`src/pd_seq_pkg.sv`:
```
// Package for the clock power-down sequencer: output counts, register map,
// field positions, reset values, state codes and timing constants.
// Assumes a single 200 MHz control clock; all users write pd_seq_pkg::name.
package pd_seq_pkg;

   // ---------------------------------------------------------------------
   // Output population
   // ---------------------------------------------------------------------
   localparam int N_CPU  = 3;                  // CPU differential pairs
   localparam int N_SRC  = 7;                  // Serial reference pairs
   localparam int N_DIFF = N_CPU + N_SRC + 1;  // Plus the dot-clock pair
   localparam int N_SE   = 11;                 // Single-ended outputs

   // ---------------------------------------------------------------------
   // Register map (byte addresses on the Avalon-MM slave)
   // ---------------------------------------------------------------------
   localparam logic [3:0]  ADDR_MODE   = 4'h0;  // Power-down drive modes
   localparam logic [3:0]  ADDR_STATUS = 4'h4;  // Sequencer status
   localparam int          MODE_CPU_LSB = 0;    // [2:0] one bit per CPU pair
   localparam int          MODE_SRC_BIT = 3;    // One bit for all SRC pairs
   localparam int          MODE_DOT_BIT = 4;    // Dot-clock pair
   localparam logic [4:0]  MODE_RESET   = 5'h00;
   localparam int          STAT_STATE_LSB = 0;  // [2:0] sequencer state
   localparam int          STAT_PG_BIT    = 3;  // Power good has been seen
   localparam int          STAT_LOCK_BIT  = 4;  // Synchronised PLL lock
   localparam int          STAT_LATE_BIT  = 5;  // Lock missed deadline, W1C
   localparam int          STAT_RUN_BIT   = 6;  // All lanes running
   localparam int          STAT_PARK_BIT  = 7;  // All lanes parked

   // ---------------------------------------------------------------------
   // Timing
   // ---------------------------------------------------------------------
   localparam int CLK_PERIOD_NS      = 5;          // 200 MHz
   localparam int PWRUP_LATENCY_NS   = 1_800_000;  // 1.8 ms longest
   localparam int PWRUP_LATENCY_CYC  = PWRUP_LATENCY_NS / CLK_PERIOD_NS;
   localparam int REQ_EDGES          = 2;          // Qualifying CPU edges

   // ---------------------------------------------------------------------
   // Types
   // ---------------------------------------------------------------------
   typedef enum logic [2:0] {
      ST_BOOT = 3'b000,   // Pin still acts as power-good qualifier
      ST_LOCK = 3'b001,   // Oscillators on, waiting for PLL lock
      ST_RUN  = 3'b010,   // Outputs running
      ST_PARK = 3'b011,   // Outputs stopping at their own edges
      ST_OFF  = 3'b100    // Parked, VCO and crystal oscillator off
   } seq_state_e;

   // Free-running synthesizer levels, produced on the control clock
   typedef struct packed {
      logic [N_CPU-1:0] cpu;   // True legs of CPU pairs
      logic [N_SRC-1:0] src;   // True legs of SRC pairs
      logic             dot;   // True leg of the dot-clock pair
      logic [N_SE-1:0]  se;    // Single-ended clocks
   } synth_clk_s;

   // Pad drive for all differential pairs
   typedef struct packed {
      logic [N_DIFF-1:0] t;      // True leg level
      logic [N_DIFF-1:0] t_oe;   // True leg output enable
      logic [N_DIFF-1:0] c;      // Complement leg level
      logic [N_DIFF-1:0] c_oe;   // Complement leg output enable
   } diff_pads_s;

endpackage : pd_seq_pkg

```
`src/clock_powerdown_sequencer.sv`:
```
// Power-down / power-up sequencer of a multi-output clock generator.
// Assumes synthesizer clock levels arrive on mclk, while the shared
// power-good / power-down pin and the PLL lock flag are asynchronous.
//
// How it works
// - Pin first means active-low power good
// - After power good seen low, pin means power-down
// - Request is async, high stops, low restarts
// - Request is synchronised before synthesizer shutdown
// - Park all outputs before disabling VCO, crystal
// - Two consecutive CPU complement edges qualify request
// - Single-ended outputs stop low at falling edge
// - Diff pairs park at complement fall, four periods
// - Mode zero: true driven high, complement floats
// - Mode one: both legs of pair float
// - Entry behaves alike at every CPU frequency
// - Stable clocks within 1.8 ms after exit
// - Floating diff pairs driven high within 300 us; here they float until their lane restarts after lock
// - All outputs enabled within few cycles after lock
// - Drive-mode bit per CPU pair, SRC, dot
`timescale 1ns/1ps
module clock_powerdown_sequencer #(
   parameter int LOCK_DEADLINE_CYC = pd_seq_pkg::PWRUP_LATENCY_CYC  // Lock deadline
) (
   input  wire logic                         mclk,           // 200 MHz clock
   input  wire logic                         rstn,           // Async reset, low
   // Avalon-MM slave
   input  wire logic [3:0]                   address,        // Byte address
   input  wire logic                         read,           // Read strobe
   input  wire logic                         write,          // Write strobe
   input  wire logic [3:0]                   byteenable,     // Byte lanes
   input  wire logic [31:0]                  writedata,      // Write data
   output logic      [31:0]                  readdata,       // Read data
   output logic                              waitrequest,    // Stall
   // Pins and synthesizer
   input  wire logic                         pg_pd_pin,      // Shared pin
   input  wire logic                         pll_lock,       // Async PLL lock
   input  wire pd_seq_pkg::synth_clk_s       synth_clk,      // Clock levels
   output logic                              osc_enable,     // Crystal osc on
   output logic                              vco_enable,     // VCOs on
   output pd_seq_pkg::diff_pads_s            diff_pads,      // Diff pad drive
   output logic      [pd_seq_pkg::N_SE-1:0]  se_out          // Single-ended
);

   localparam int ND  = pd_seq_pkg::N_DIFF;
   localparam int NS  = pd_seq_pkg::N_SE;
   localparam int NC  = pd_seq_pkg::N_CPU;
   localparam int NSR = pd_seq_pkg::N_SRC;

   // ---------------------------------------------------------------------
   // Declarations
   // ---------------------------------------------------------------------
   pd_seq_pkg::seq_state_e state_q;
   logic                   pin_m_q;
   logic                   pin_s_q;
   logic                   lock_m_q;
   logic                   lock_s_q;
   logic                   pg_seen_q;
   logic                   pd_req;
   logic                   cpu_clock_complement;
   logic                   cpu_clock_complement_prev_q;
   logic                   cpu_clock_complement_rise;
   logic [1:0]             edge_cnt_q;
   logic                   pd_recognised;
   logic [4:0]             mode_q;
   logic                   late_q;
   logic [31:0]            lock_cnt_q;
   logic                   lanes_en;
   logic [ND-1:0]          diff_lvl;
   logic [ND-1:0]          diff_run;
   logic [NS-1:0]          se_run;
   logic                   all_parked;
   logic                   all_running;
   logic                   ack_q;
   logic                   req_any;
   logic                   late_clr;
   logic [31:0]            status_word;

   // ---------------------------------------------------------------------
   // Functions
   // ---------------------------------------------------------------------
   // Select the power-down drive-mode bit that governs one diff lane
   function automatic logic lane_hiz(input int idx, input logic [4:0] mode);
      logic r;
      r = 1'b0;
      if (idx < NC) begin
         r = mode[pd_seq_pkg::MODE_CPU_LSB + idx];
      end else if (idx < NC + NSR) begin
         r = mode[pd_seq_pkg::MODE_SRC_BIT];
      end else begin
         r = mode[pd_seq_pkg::MODE_DOT_BIT];
      end
      return r;
   endfunction : lane_hiz

   // Decode a byte address against a register offset
   function automatic logic hit(input logic [3:0] a, input logic [3:0] off);
      return a == off;
   endfunction : hit

   // ---------------------------------------------------------------------
   // Pin synchronisers
   // ---------------------------------------------------------------------
   // Both the shared pin and the lock flag come from outside mclk's domain
   always_ff @(posedge mclk or negedge rstn) begin
      if (!rstn) begin
         pin_m_q  <= 1'b1;
         pin_s_q  <= 1'b1;
         lock_m_q <= 1'b0;
         lock_s_q <= 1'b0;
      end else begin
         pin_m_q  <= pg_pd_pin;
         pin_s_q  <= pin_m_q;
         lock_m_q <= pll_lock;
         lock_s_q <= lock_m_q;
      end
   end

   // ---------------------------------------------------------------------
   // Pin function switch
   // ---------------------------------------------------------------------
   // Once power good is seen low the pin never reverts until reset
   always_ff @(posedge mclk or negedge rstn) begin
      if (!rstn) begin
         pg_seen_q <= 1'b0;
      end else if (!pin_s_q) begin
         pg_seen_q <= 1'b1;
      end
   end

   // High on the pin is a power-down request only after the switch
   assign pd_req = pg_seen_q & pin_s_q;

   // ---------------------------------------------------------------------
   // Request qualification on CPU complement edges
   // ---------------------------------------------------------------------
   // Counting clock edges, not mclk cycles, keeps entry the same at any
   // CPU frequency; the window simply scales with the CPU period
   assign cpu_clock_complement = ~synth_clk.cpu[0];
   assign cpu_clock_complement_rise            = cpu_clock_complement & ~cpu_clock_complement_prev_q;

   // A false rise right after reset is harmless: counting waits for RUN
   always_ff @(posedge mclk or negedge rstn) begin
      if (!rstn) begin
         cpu_clock_complement_prev_q <= 1'b0;
         edge_cnt_q  <= 2'b00;
      end else begin
         cpu_clock_complement_prev_q <= cpu_clock_complement;
         if (!pd_req || state_q != pd_seq_pkg::ST_RUN) begin
            edge_cnt_q <= 2'b00;
         end else if (cpu_clock_complement_rise && edge_cnt_q < 2'(pd_seq_pkg::REQ_EDGES)) begin
            edge_cnt_q <= edge_cnt_q + 2'b01;
         end
      end
   end

   assign pd_recognised = edge_cnt_q == 2'(pd_seq_pkg::REQ_EDGES);

   // ---------------------------------------------------------------------
   // Sequencer state
   // ---------------------------------------------------------------------
   always_ff @(posedge mclk or negedge rstn) begin
      if (!rstn) begin
         state_q <= pd_seq_pkg::ST_BOOT;
      end else begin
         unique case (state_q)
            pd_seq_pkg::ST_BOOT: begin
               if (pg_seen_q) begin
                  state_q <= pd_seq_pkg::ST_LOCK;
               end
            end
            pd_seq_pkg::ST_LOCK: begin
               // A request raised right after power good makes power-down
               // the first state; outputs are still parked here
               if (pd_req) begin
                  state_q <= pd_seq_pkg::ST_OFF;
               end else if (lock_s_q) begin
                  state_q <= pd_seq_pkg::ST_RUN;
               end
            end
            pd_seq_pkg::ST_RUN: begin
               if (pd_recognised) begin
                  state_q <= pd_seq_pkg::ST_PARK;
               end
            end
            pd_seq_pkg::ST_PARK: begin
               if (!pd_req) begin
                  state_q <= pd_seq_pkg::ST_RUN;
               end else if (all_parked) begin
                  state_q <= pd_seq_pkg::ST_OFF;
               end
            end
            pd_seq_pkg::ST_OFF: begin
               if (!pd_req) begin
                  state_q <= pd_seq_pkg::ST_LOCK;
               end
            end
            default: begin
               state_q <= pd_seq_pkg::ST_BOOT;
            end
         endcase
      end
   end

   // Oscillators stop only once every output is already parked
   // and restart at the edge that leaves OFF, before lock is awaited
   always_ff @(posedge mclk or negedge rstn) begin
      if (!rstn) begin
         osc_enable <= 1'b1;
         vco_enable <= 1'b1;
      end else begin
         osc_enable <= state_q != pd_seq_pkg::ST_OFF || !pd_req;
         vco_enable <= state_q != pd_seq_pkg::ST_OFF || !pd_req;
      end
   end

   // ---------------------------------------------------------------------
   // Power-up deadline watch
   // ---------------------------------------------------------------------
   // Outputs never start before lock even when late; the miss is flagged
   // The count saturates, so one lock wait flags at most once
   always_ff @(posedge mclk or negedge rstn) begin
      if (!rstn) begin
         lock_cnt_q <= 32'h0000_0000;
      end else if (state_q != pd_seq_pkg::ST_LOCK) begin
         lock_cnt_q <= 32'h0000_0000;
      end else if (lock_cnt_q < 32'(LOCK_DEADLINE_CYC)) begin
         lock_cnt_q <= lock_cnt_q + 32'h0000_0001;
      end
   end

   // Sticky late flag; a new miss wins over a software clear
   always_ff @(posedge mclk or negedge rstn) begin
      if (!rstn) begin
         late_q <= 1'b0;
      end else if (state_q == pd_seq_pkg::ST_LOCK && !lock_s_q
                   && lock_cnt_q == 32'(LOCK_DEADLINE_CYC) - 32'h0000_0001) begin
         late_q <= 1'b1;
      end else if (late_clr) begin
         late_q <= 1'b0;
      end
   end

   // ---------------------------------------------------------------------
   // Output lanes
   // ---------------------------------------------------------------------
   // All lanes get the run request together; each starts on its own edge
   assign lanes_en = state_q == pd_seq_pkg::ST_RUN;
   assign diff_lvl = {synth_clk.dot, synth_clk.src, synth_clk.cpu};

   for (genvar i = 0; i < ND; i++) begin : g_diff
      clk_gate_lane #(
         .DIFF      (1'b1)
      ) u_lane (
         .mclk      (mclk),
         .rstn      (rstn),
         .lvl       (diff_lvl[i]),
         .en        (lanes_en),
         .hiz_mode  (lane_hiz(i, mode_q)),
         .out_q     (diff_pads.t[i]),
         .out_oe_q  (diff_pads.t_oe[i]),
         .comp_q    (diff_pads.c[i]),
         .comp_oe_q (diff_pads.c_oe[i]),
         .running_q (diff_run[i])
      );
   end

   // Single-ended lanes leave enable and complement outputs open
   for (genvar i = 0; i < NS; i++) begin : g_se
      clk_gate_lane #(
         .DIFF      (1'b0)
      ) u_lane (
         .mclk      (mclk),
         .rstn      (rstn),
         .lvl       (synth_clk.se[i]),
         .en        (lanes_en),
         .hiz_mode  (1'b0),
         .out_q     (se_out[i]),
         .out_oe_q  (),
         .comp_q    (),
         .comp_oe_q (),
         .running_q (se_run[i])
      );
   end

   assign all_parked  = ~(|diff_run) & ~(|se_run);
   assign all_running = (&diff_run) & (&se_run);

   // ---------------------------------------------------------------------
   // Avalon-MM slave
   // ---------------------------------------------------------------------
   // One wait state: every access answers at the second edge it is held
   // Of the status word only the late bit is writable, by a one
   assign req_any     = read | write;
   assign waitrequest = req_any & ~ack_q;
   assign late_clr    = write & ack_q & hit(address, pd_seq_pkg::ADDR_STATUS)
                        & byteenable[0] & writedata[pd_seq_pkg::STAT_LATE_BIT];

   always_comb begin
      status_word = 32'h0000_0000;
      status_word[pd_seq_pkg::STAT_STATE_LSB +: 3] = state_q;
      status_word[pd_seq_pkg::STAT_PG_BIT]         = pg_seen_q;
      status_word[pd_seq_pkg::STAT_LOCK_BIT]       = lock_s_q;
      status_word[pd_seq_pkg::STAT_LATE_BIT]       = late_q;
      status_word[pd_seq_pkg::STAT_RUN_BIT]        = all_running;
      status_word[pd_seq_pkg::STAT_PARK_BIT]       = all_parked;
   end

   // Handshake and read data; unmapped addresses read as zero
   always_ff @(posedge mclk or negedge rstn) begin
      if (!rstn) begin
         ack_q    <= 1'b0;
         readdata <= 32'h0000_0000;
      end else begin
         ack_q <= req_any & ~ack_q;
         if (read && !ack_q) begin
            if (hit(address, pd_seq_pkg::ADDR_MODE)) begin
               readdata <= {27'h000_0000, mode_q};
            end else if (hit(address, pd_seq_pkg::ADDR_STATUS)) begin
               readdata <= status_word;
            end else begin
               readdata <= 32'h0000_0000;
            end
         end
      end
   end

   // Drive-mode register, written at the accepting edge only
   // A new mode reaches parked pad enables on the next edge
   always_ff @(posedge mclk or negedge rstn) begin
      if (!rstn) begin
         mode_q <= pd_seq_pkg::MODE_RESET;
      end else if (write && ack_q && hit(address, pd_seq_pkg::ADDR_MODE)
                   && byteenable[0]) begin
         mode_q <= writedata[4:0];
      end
   end

endmodule : clock_powerdown_sequencer

```
`src/clk_gate_lane.sv`:
```
// One output lane: gates a free-running clock level so that it stops and
// restarts only on its own edges, never cutting a pulse short.
// Assumes the level comes from logic on mclk, sampled without synchroniser.
`timescale 1ns/1ps
module clk_gate_lane #(
   parameter bit DIFF = 1'b0                   // 1: differential pair lane
) (
   input  wire logic mclk,                     // Control clock
   input  wire logic rstn,                     // Async reset, active low
   input  wire logic lvl,                      // Free-running clock level
   input  wire logic en,                       // Run request
   input  wire logic hiz_mode,                 // Diff: 1 = both legs Hi-Z
   output logic      out_q,                    // Single-ended / true level
   output logic      out_oe_q,                 // True leg enable
   output logic      comp_q,                   // Complement level
   output logic      comp_oe_q,                // Complement enable
   output logic      running_q                 // Lane is passing its clock
);

   logic prev_q;
   logic park_edge;
   logic start_edge;
   logic run_d;

   // ---------------------------------------------------------------------
   // Edge choice
   // ---------------------------------------------------------------------
   // A diff lane parks when its complement falls (true rises) and restarts
   // when the complement rises, so the first pulse is always full width
   assign park_edge  = DIFF ? (~prev_q & lvl) : (prev_q & ~lvl);
   assign start_edge = DIFF ? (prev_q & ~lvl) : (~prev_q & lvl);

   // Next run state: stop and start only on the lane's own edge
   always_comb begin
      run_d = running_q;
      if (running_q && !en && park_edge) begin
         run_d = 1'b0;
      end else if (!running_q && en && start_edge) begin
         run_d = 1'b1;
      end
   end

   // Level history and run flag
   always_ff @(posedge mclk or negedge rstn) begin
      if (!rstn) begin
         prev_q    <= 1'b0;
         running_q <= 1'b0;
      end else begin
         prev_q    <= lvl;
         running_q <= run_d;
      end
   end

   // Pad drive; a parked diff pair holds true high or floats both legs
   always_ff @(posedge mclk or negedge rstn) begin
      if (!rstn) begin
         out_q     <= 1'b0;
         out_oe_q  <= 1'b0;
         comp_q    <= 1'b0;
         comp_oe_q <= 1'b0;
      end else if (DIFF) begin
         out_q     <= run_d ? lvl : 1'b1;
         out_oe_q  <= run_d | ~hiz_mode;
         comp_q    <= run_d ? ~lvl : 1'b0;
         comp_oe_q <= run_d;
      end else begin
         out_q     <= run_d & lvl;
         out_oe_q  <= 1'b1;
         comp_q    <= 1'b0;
         comp_oe_q <= 1'b0;
      end
   end

endmodule : clk_gate_lane

```
`config.mk`:
```
export PLATFORM = sky130hd
export DESIGN_NAME = clock_powerdown_sequencer
export DESIGN_NICKNAME = d
export VERILOG_FILES = /design/src/pd_seq_pkg.sv /design/src/clock_powerdown_sequencer.sv /design/src/clk_gate_lane.sv
export SDC_FILE = /design/constraint.sdc
export NUM_CORES = 1
export LEC_CHECK = 0
export BUFFER_PORTS_ARGS = -buffer_cell sky130_fd_sc_hd__buf_2
export CORE_ASPECT_RATIO = 1.75
export CORE_MARGIN = 5
export CORE_UTILIZATION = 53
export CTS_CLUSTER_SIZE = 30
export DETAILED_ROUTE_END_ITERATION = 7
export HOLD_SLACK_MARGIN = 0.06
export PLACE_DENSITY = 0.8
export RECOVER_POWER = 50
export SLEW_MARGIN = 20
export SYNTH_ARGS = -nofsm -noshare
export SYNTH_HDL_FRONTEND = slang
export SYNTH_SLANG_ARGS = --single-unit
```
`constraint.sdc`:
```
create_clock -name mclk -period 2.45 [get_ports mclk]
set_clock_uncertainty 0.2 [all_clocks]
set_input_delay 0.6125 -clock mclk [delete_from_list [all_inputs] [get_ports mclk]]
set_output_delay 0.6125 -clock mclk [all_outputs]
set_load 0.03 [all_outputs]
```
==> results of run 1 <==
==> worst max path at each step <==
| stage | from | endpoint | slack, ns | cells past startpoint |
|---|---|---|---|---|
| 2_1_floorplan | address[1] | mode_q[0] | 0.15 | 4 |
| 3_3_place_gp | g_diff[0].u_lane.comp_oe_q | state_q[0] | 0.06 | 7 |
| 3_5_place_dp | g_diff[0].u_lane.comp_oe_q | state_q[0] | 0.05 | 7 |
| 4_1_cts | lock_cnt_q[8] | lock_cnt_q[11] | 0.009 | 5 |
| 5_1_grt | lock_cnt_q[2] | lock_cnt_q[14] | 0.004 | 5 |
| 6_report | lock_cnt_q[8] | lock_cnt_q[17] | 0.13 | 5 |
==> sequential cells by signal (all words and copies together) (netlist names), 5 cells and up <==
name,count
lock_cnt_q,32
g_diff.u_lane.comp_oe_q,11
g_diff.u_lane.comp_q,11
g_diff.u_lane.out_oe_q,11
g_diff.u_lane.out_q,11
g_diff.u_lane.prev_q,11
g_se.u_lane.out_q,11
g_se.u_lane.prev_q,11
g_se.u_lane.running_q,11
readdata,8
mode_q,5
==> logic make-up after synthesis <==
kind of cell,after synthesis,synth area share [%]
fa+ha+maj,2,0.411
compound gates,101,9.00
simple gates,179,16.1
other cells,1,0.0616
xor+xnor,7,1.01
flops,147,60.4
buf+inv,113,12.1
mux,5,0.924
==> where the power goes <==
part	total [mW]	switching (mW)	internal (mW)	leakage, nW
clock	2.48	1.01	1.47	0.275
combinational	2.02	1.46	0.564	1.04
sequential	3.27	0.384	2.89	1.81
total	7.77	2.85	4.92	3.13
==> placed cells by master (no fill, tap or decap), types with 9 or more instances in the layout <==
master / instances
and2_0: 9
buf_4: 10
nand4_1: 12
inv_1: 16
nand3_1: 18
nor3_1: 9
clkbuf_1: 20
buf_2: 85
a21oi_1: 33
conb_1: 24
nand2_1: 41
and2_1: 19
dfrtp_1: 144
nor2_1: 28
o21ai_0: 52
clkbuf_16: 17
==> critical path, delay by kind of cell, from the launching register on <==
| family | cells | cell delay [ns] |
|---|---|---|
| AOI/OAI and AO/OA | 1 | 0.15 |
| DFF | 1 | 0.42 |
| and+or+nand+nor | 4 | 1.48 |
==> metrics by stage <==
step	cells	utilization, %
2_1_floorplan	578	-
3_3_place_gp	730	56.3
3_5_place_dp	730	56.3
4_1_cts	763	61.6
5_1_grt	763	61.3
6_report	763	61.3
==> layer usage <==
metal  GRT usage, %  routed length (um)  vias up  part of all wire [%]
met1           20.1                4450     2059                    35
met2           33.5                7060      146                    56
li1               -                   -     1936                     -
met5              0                   0        -                     0
met3           5.09                 731       30                   5.8
met4           8.88                 428        0                   3.4
==> timing repair <==
| item | CTS | global route |
|---|---|---|
| hold buffers | 1 | 0 |
| resized for setup | 1 | 2 |
| endpoints found under the hold margin | 43 | 0 |
| pin swaps | 0 | 1 |
| endpoints found under the setup margin | 1 | 6 |
==> area by class of cell <==
cell class | count | share of cell area, %
Multi-Input combinational cell | 318 | 26.0
Inverter | 16 | 0.873
Clock inverter | 12 | 1.73
Sequential cell | 147 | 53.5
Timing Repair Buffer | 118 | 8.86
Clock buffer | 20 | 6.64
Tap cell | 132 | 2.40
==> impl_table.tex, run 1 <==
\begin{tabular}{lr}
\hline
Metric & Value \\
\hline
\multicolumn{2}{l}{\textbf{Power}} \\
Peak VDD IR & 0.855 mV \\
Standby leakage power & 3.13 nW \\
Design Power & 7.77 mW \\
Total power per unit cell area & 1130 mW/mm\^{}2 \\
\multicolumn{2}{l}{\textbf{Final layout}} \\
Post-synthesis to final-layout area growth & 12.9\% \\
Number of antenna repair diodes & 0 \\
Proportion of layout cells with a drive suffix above 1 & 23.3\% \\
Filler cells & 900 \\
Net total in the final layout & 688 \\
Area used by sequential logic in the layout & 0.00368 mm\^{}2 \\
Multi-input gate area & 0.00179 mm\^{}2 \\
Area of all placed cells without fillers & 0.00688 mm\^{}2 \\
\multicolumn{2}{l}{\textbf{Clock tree}} \\
TritonCTS clock tree & done \\
Clock-pin slew on the worst setup and hold paths & 0.06 ns \\
Insertion delay of the later-clocked pin in the worst-skew pair & 0.41 ns \\
Setup fix buffers added after clock tree synthesis & 0 \\
TritonCTS Buffers & 17 \\
Bufs on Longest Clock Path & 2 \\
Cell at the root of the clock tree & clkbuf\_16 \\
Max H-tree Level & 4 \\
CTS sink count & 147 \\
\multicolumn{2}{l}{\textbf{Floorplanning}} \\
Std-Cell Rows & 51 \\
DIE WIDTH & 91.0 um \\
DIE AREA & 0.0138 mm\^{}2 \\
Num ports & 158 \\
Placeable Area & 0.0112 mm\^{}2 \\
Die height & 152 um \\
Starting Density & 54.2\% \\
\multicolumn{2}{l}{\textbf{Place}} \\
Detailed placement HPWL & 9.15 mm \\
Number of buffer cells added on primary ports & 104 \\
Setup WS pre-CTS & 0.0501 ns \\
Total placed instance area & 0.00632 mm\^{}2 \\
Final weighted congestion in routability-driven placement & 0.846 \\
\multicolumn{2}{l}{\textbf{Timing}} \\
Post-layout min period & 2.32 ns \\
Setup slack of the critical path after layout & 0.126 ns \\
Actual slew at the worst max-slew pin & 1.20 ns \\
Setup repair after global routing missed its margin & false \\
Number of max-slew violations in the final report & 0 \\
\# setup viols final & 0 \\
Hold slack & 0.102 ns \\
Max Clk Rate & 430 MHz \\
Setup TNS & 0 ns \\
Headroom to the max-slew limit & 19.9\% \\
Number of hold-slack violations in the final timing report & 0 \\
Final critical-path share of the clock period & 94.8\% \\
\multicolumn{2}{l}{\textbf{Run}} \\
Max-cap violation count & 0 \\
\multicolumn{2}{l}{\textbf{Drt}} \\
Initial DRC count & 189 \\
Remaining number of nets flagged by the antenna check after routing & 0 \\
1st-pass router iterations & 4 \\
Vias after detailed routing & 4171 \\
Avg Vias per Cell & 5.47 \\
DRC viols & 0 \\
Final routed wirelength across all metal layers & 12.7 mm \\
Routed WL per cell & 16.6 um \\
\multicolumn{2}{l}{\textbf{Worst setup path}} \\
R2R setup slack & 0.13 ns \\
Crit Path Category & reg -> reg \\
Critical R2R Capture & lock\_cnt\_q[17] \\
Series of cell instances along the critical path & nor3\_2, nor4\_4, or3\_4, or4\_1, a21oi\_1 \\
Nature of the critical path startpoint & flip-flop \\
Length in cells of the worst reg-to-reg path & 5 \\
Req. time, crit path & 2.59 ns \\
Worst reg2reg path startpoint & lock\_cnt\_q[8] \\
Maximum fanout encountered on the critical timing path & 11 \\
Nature of the critical path endpoint & flip-flop \\
Data arrival, critical path & 2.46 ns \\
Highest-delay cell along the critical path & or4\_1 \\
Largest incremental delay on the critical path & 0.53 ns \\
\multicolumn{2}{l}{\textbf{Yosys}} \\
Share of flip-flops with an asynchronous set or reset after synthesis & 100\% \\
Most instantiated flip-flop cell in the synthesis netlist & dfrtp\_1 \\
Top post-synthesis cells by area & dfrtp\_1 (59\%), buf\_4 (9.9\%), o21ai\_0 (4.3\%) \\
Post-synthesis sequential element count & 147 \\
Register area share after synthesis & 60.4\% \\
Area share of the leading cell type in the synthesized netlist & 59.1\% \\
Most frequent cell after synthesis & dfrtp\_1 \\
Cell area after synthesis & 0.00609 mm\^{}2 \\
Number of synthesis warnings & 0 \\
Cell types with the highest counts after synthesis & dfrtp\_1 (144), buf\_4 (80), o21ai\_0 (52), nand2\_1 (41), a21oi\_1 (33) \\
Library cell occupying the most area in the post-synthesis netlist & dfrtp\_1 \\
Number of distinct library cells after synthesis & 46 \\
Post-synthesis instance total & 555 \\
Syn avg cell area & 11.0 um\^{}2 \\
Number of flops mapped to enable cells by yosys & 0 \\
\multicolumn{2}{l}{\textbf{GRT}} \\
Global-route usage over all layers & 18.7\% \\
Overflow left after global routing & 0 \\
Number of antenna violations at the first check in global routing & 0 \\
First-pass GRT wire length & 21.0 mm \\
Number of global-route vias before repair & 4277 \\
Largest net degree at the start of global routing & 50 \\
\multicolumn{2}{l}{\textbf{Outcome}} \\
Status & complete, no violations \\
\multicolumn{2}{l}{\textbf{Worst hold path}} \\
Origin of the worst min-delay path & pg\_pd\_pin \\
Instance count along the most critical hold path & 1 \\
End point of the worst hold path & pin\_m\_q \\
Min-Delay Path Class & in -> reg \\
\hline
\end{tabular}
No activity file was read; power rests on OpenSTA's default activity.
==> run 2: changes to the inputs <==
Settings changed: BUFFER_PORTS_ARGS -buffer_cell sky130_fd_sc_hd__buf_2 to -buffer_cell sky130_fd_sc_hd__clkbuf_2.
==> run 2 against run 1 <==
Against the previous run:
- via count rose by 0.17%
- largest cell class unchanged
- sequential power is essentially flat
- hold slack worse by 0.022 ns
- critical path type unchanged
- clock power is essentially flat
- largest power group unchanged
==> impl_table.tex, run 2 (synthesis gave the netlist of run 1 again) <==
\begin{tabular}{lr}
\hline
Metric & Value \\
\hline
\multicolumn{2}{l}{\textbf{Outcome}} \\
Status & complete, no violations \\
\multicolumn{2}{l}{\textbf{Clock tree}} \\
CTS sink count & 147 \\
Bufs on Longest Clock Path & 2 \\
TritonCTS clock tree & done \\
TritonCTS Buffers & 17 \\
Setup fix buffers added after clock tree synthesis & 0 \\
Max H-tree Level & 4 \\
Clock-pin slew on the worst setup and hold paths & 0.06 ns \\
Insertion delay of the later-clocked pin in the worst-skew pair & 0.42 ns \\
Cell at the root of the clock tree & clkbuf\_16 \\
\multicolumn{2}{l}{\textbf{Timing}} \\
Number of max-slew violations in the final report & 0 \\
Setup slack of the critical path after layout & 0.133 ns \\
Post-layout min period & 2.32 ns \\
Hold slack & 0.0800 ns \\
\# setup viols final & 0 \\
Max Clk Rate & 432 MHz \\
Headroom to the max-slew limit & 10.2\% \\
Final critical-path share of the clock period & 94.6\% \\
Setup TNS & 0 ns \\
Actual slew at the worst max-slew pin & 1.35 ns \\
Number of hold-slack violations in the final timing report & 0 \\
Setup repair after global routing missed its margin & false \\
\multicolumn{2}{l}{\textbf{Final layout}} \\
Register bank with the most flops & lock\_cnt\_q \\
Non-filler instance count after layout & 764 \\
Filler cells & 907 \\
Highest-count cells in the layout ignoring fill and taps & dfrtp\_1 (144), clkbuf\_2 (83), o21ai\_0 (52) \\
Max reg flops & 32 \\
Fraction of the core area covered by cells at the end of the flow & 61.3\% \\
Most common cell after layout, fill and taps aside & dfrtp\_1 \\
Net total in the final layout & 689 \\
Proportion of layout cells with a drive suffix above 1 & 23.1\% \\
Number of antenna repair diodes & 0 \\
Post-synthesis to final-layout area growth & 13.0\% \\
Area of all placed cells without fillers & 0.00688 mm\^{}2 \\
\multicolumn{2}{l}{\textbf{Drt}} \\
Vias after detailed routing & 4178 \\
Initial DRC count & 184 \\
Remaining number of nets flagged by the antenna check after routing & 0 \\
1st-pass router iterations & 5 \\
Routed WL per cell & 16.8 um \\
Final routed wirelength across all metal layers & 12.9 mm \\
Avg Vias per Cell & 5.47 \\
Wire length on met2 & 7.18 mm \\
DRC viols & 0 \\
Routed metal-1 wirelength & 4.69 mm \\
Met3 wire length & 706 um \\
Uppermost metal layer occupied by signal nets & met4 \\
\multicolumn{2}{l}{\textbf{Place}} \\
Detailed placement HPWL & 9.23 mm \\
Final weighted congestion in routability-driven placement & 0.810 \\
Number of buffer cells added on primary ports & 104 \\
Total placed instance area & 0.00633 mm\^{}2 \\
Cell count after placement & 731 \\
Setup WS pre-CTS & 0.0990 ns \\
\multicolumn{2}{l}{\textbf{Worst setup path}} \\
Highest-delay cell along the critical path & or4\_1 \\
Data arrival, critical path & 2.45 ns \\
Largest incremental delay on the critical path & 0.52 ns \\
Crit Path Category & reg -> reg \\
Req. time, crit path & 2.59 ns \\
Nature of the critical path startpoint & flip-flop \\
Buffers and inverters on the worst path & 0 \\
Nature of the critical path endpoint & flip-flop \\
Series of cell instances along the critical path & nor4\_4, nand4\_2, or3\_4, or4\_1, a21oi\_1 \\
Maximum fanout encountered on the critical timing path & 10 \\
CP delay by family, top & simple AND/OR/NAND/NOR gates \\
\multicolumn{2}{l}{\textbf{GRT}} \\
Overflow left after global routing & 0 \\
First-pass GRT wire length & 21.3 mm \\
Number of antenna violations at the first check in global routing & 0 \\
Largest net degree at the start of global routing & 58 \\
Global-route usage over all layers & 19.1\% \\
Number of global-route vias before repair & 4382 \\
\multicolumn{2}{l}{\textbf{Floorplanning}} \\
Std-Cell Rows & 51 \\
Starting Density & 54.2\% \\
DIE AREA & 0.0138 mm\^{}2 \\
Placeable Area & 0.0112 mm\^{}2 \\
Num ports & 158 \\
Die height & 152 um \\
DIE WIDTH & 91.0 um \\
\multicolumn{2}{l}{\textbf{Power}} \\
Total power per unit cell area & 1130 mW/mm\^{}2 \\
Standby leakage power & 3.15 nW \\
Design Power & 7.80 mW \\
Peak VDD IR & 0.905 mV \\
\multicolumn{2}{l}{\textbf{Run}} \\
Max-cap violation count & 0 \\
\multicolumn{2}{l}{\textbf{Worst hold path}} \\
Min-Delay Path Class & in -> reg \\
\hline
\end{tabular}
==> run 2: cell types whose count changed in the layout (fill, tap and decap cells not counted), moves of 2 or more <==
cell / change
and2_0: -6
and2_1: +6
buf_2: -85
buf_4: +2
buf_6: -2
clkbuf_2: +82
clkbuf_8: -2
clkinv_4: +3
==> run 2: final cells by class <==
type,count,area (um^2),share of cell area [%]
clock buffer,17,425,6.18
clock inverter,15,148,2.15
inverter,16,60.1,0.873
multi-input combinational,318,1770,25.8
sequential,147,3680,53.5
tap,132,165,2.40
timing repair buffer,119,629,9.14
==> run 2: path summary, 6_finish.rpt <==
| check | endpoint | start | slack (ns) | cells after the start |
|---|---|---|---|---|
| worst min register to register | lock_s_q | lock_m_q | 0.15 | 0 |
| worst min-delay path | pin_m_q | pg_pd_pin | 0.08 | 1 |
| worst max register to register | lock_cnt_q[17] | lock_cnt_q[19] | 0.13 | 5 |
| worst max-delay path | lock_cnt_q[17] | lock_cnt_q[19] | 0.13 | 5 |
| max in group asynchronous | vco_enable | rstn | 0.25 | 3 |
| min in group asynchronous | g_diff[2].u_lane.out_oe_q | rstn | 0.84 | 2 |
==> run 2: worst reg2reg max path, delay by kind of cell (launching register included) <==
family / cells / cell delay, ns
flops: 1 / 0.40
compound gates: 1 / 0.16
simple gates: 4 / 1.48
==> run 2: power by group <==
group	switching, mW	total (mW)	internal (mW)	leakage [nW]
Clock	1.06	2.48	1.42	0.273
Sequential	0.384	3.27	2.89	1.81
Combinational	1.48	2.05	0.572	1.07
==> run 2: repair_timing <==
item	CTS	global route
hold buffers	1	0
hold endpoints to repair	46	0
resized for setup	0	1
endpoints found under the setup margin	0	1
==> run 2: layer usage <==
layer / track usage (%) / vias to the layer above
li1: - / 1934
met1: 20.1 / 2084
met2: 35.0 / 141
met3: 5.34 / 19
met4: 7.83 / 0
met5: 0 / -
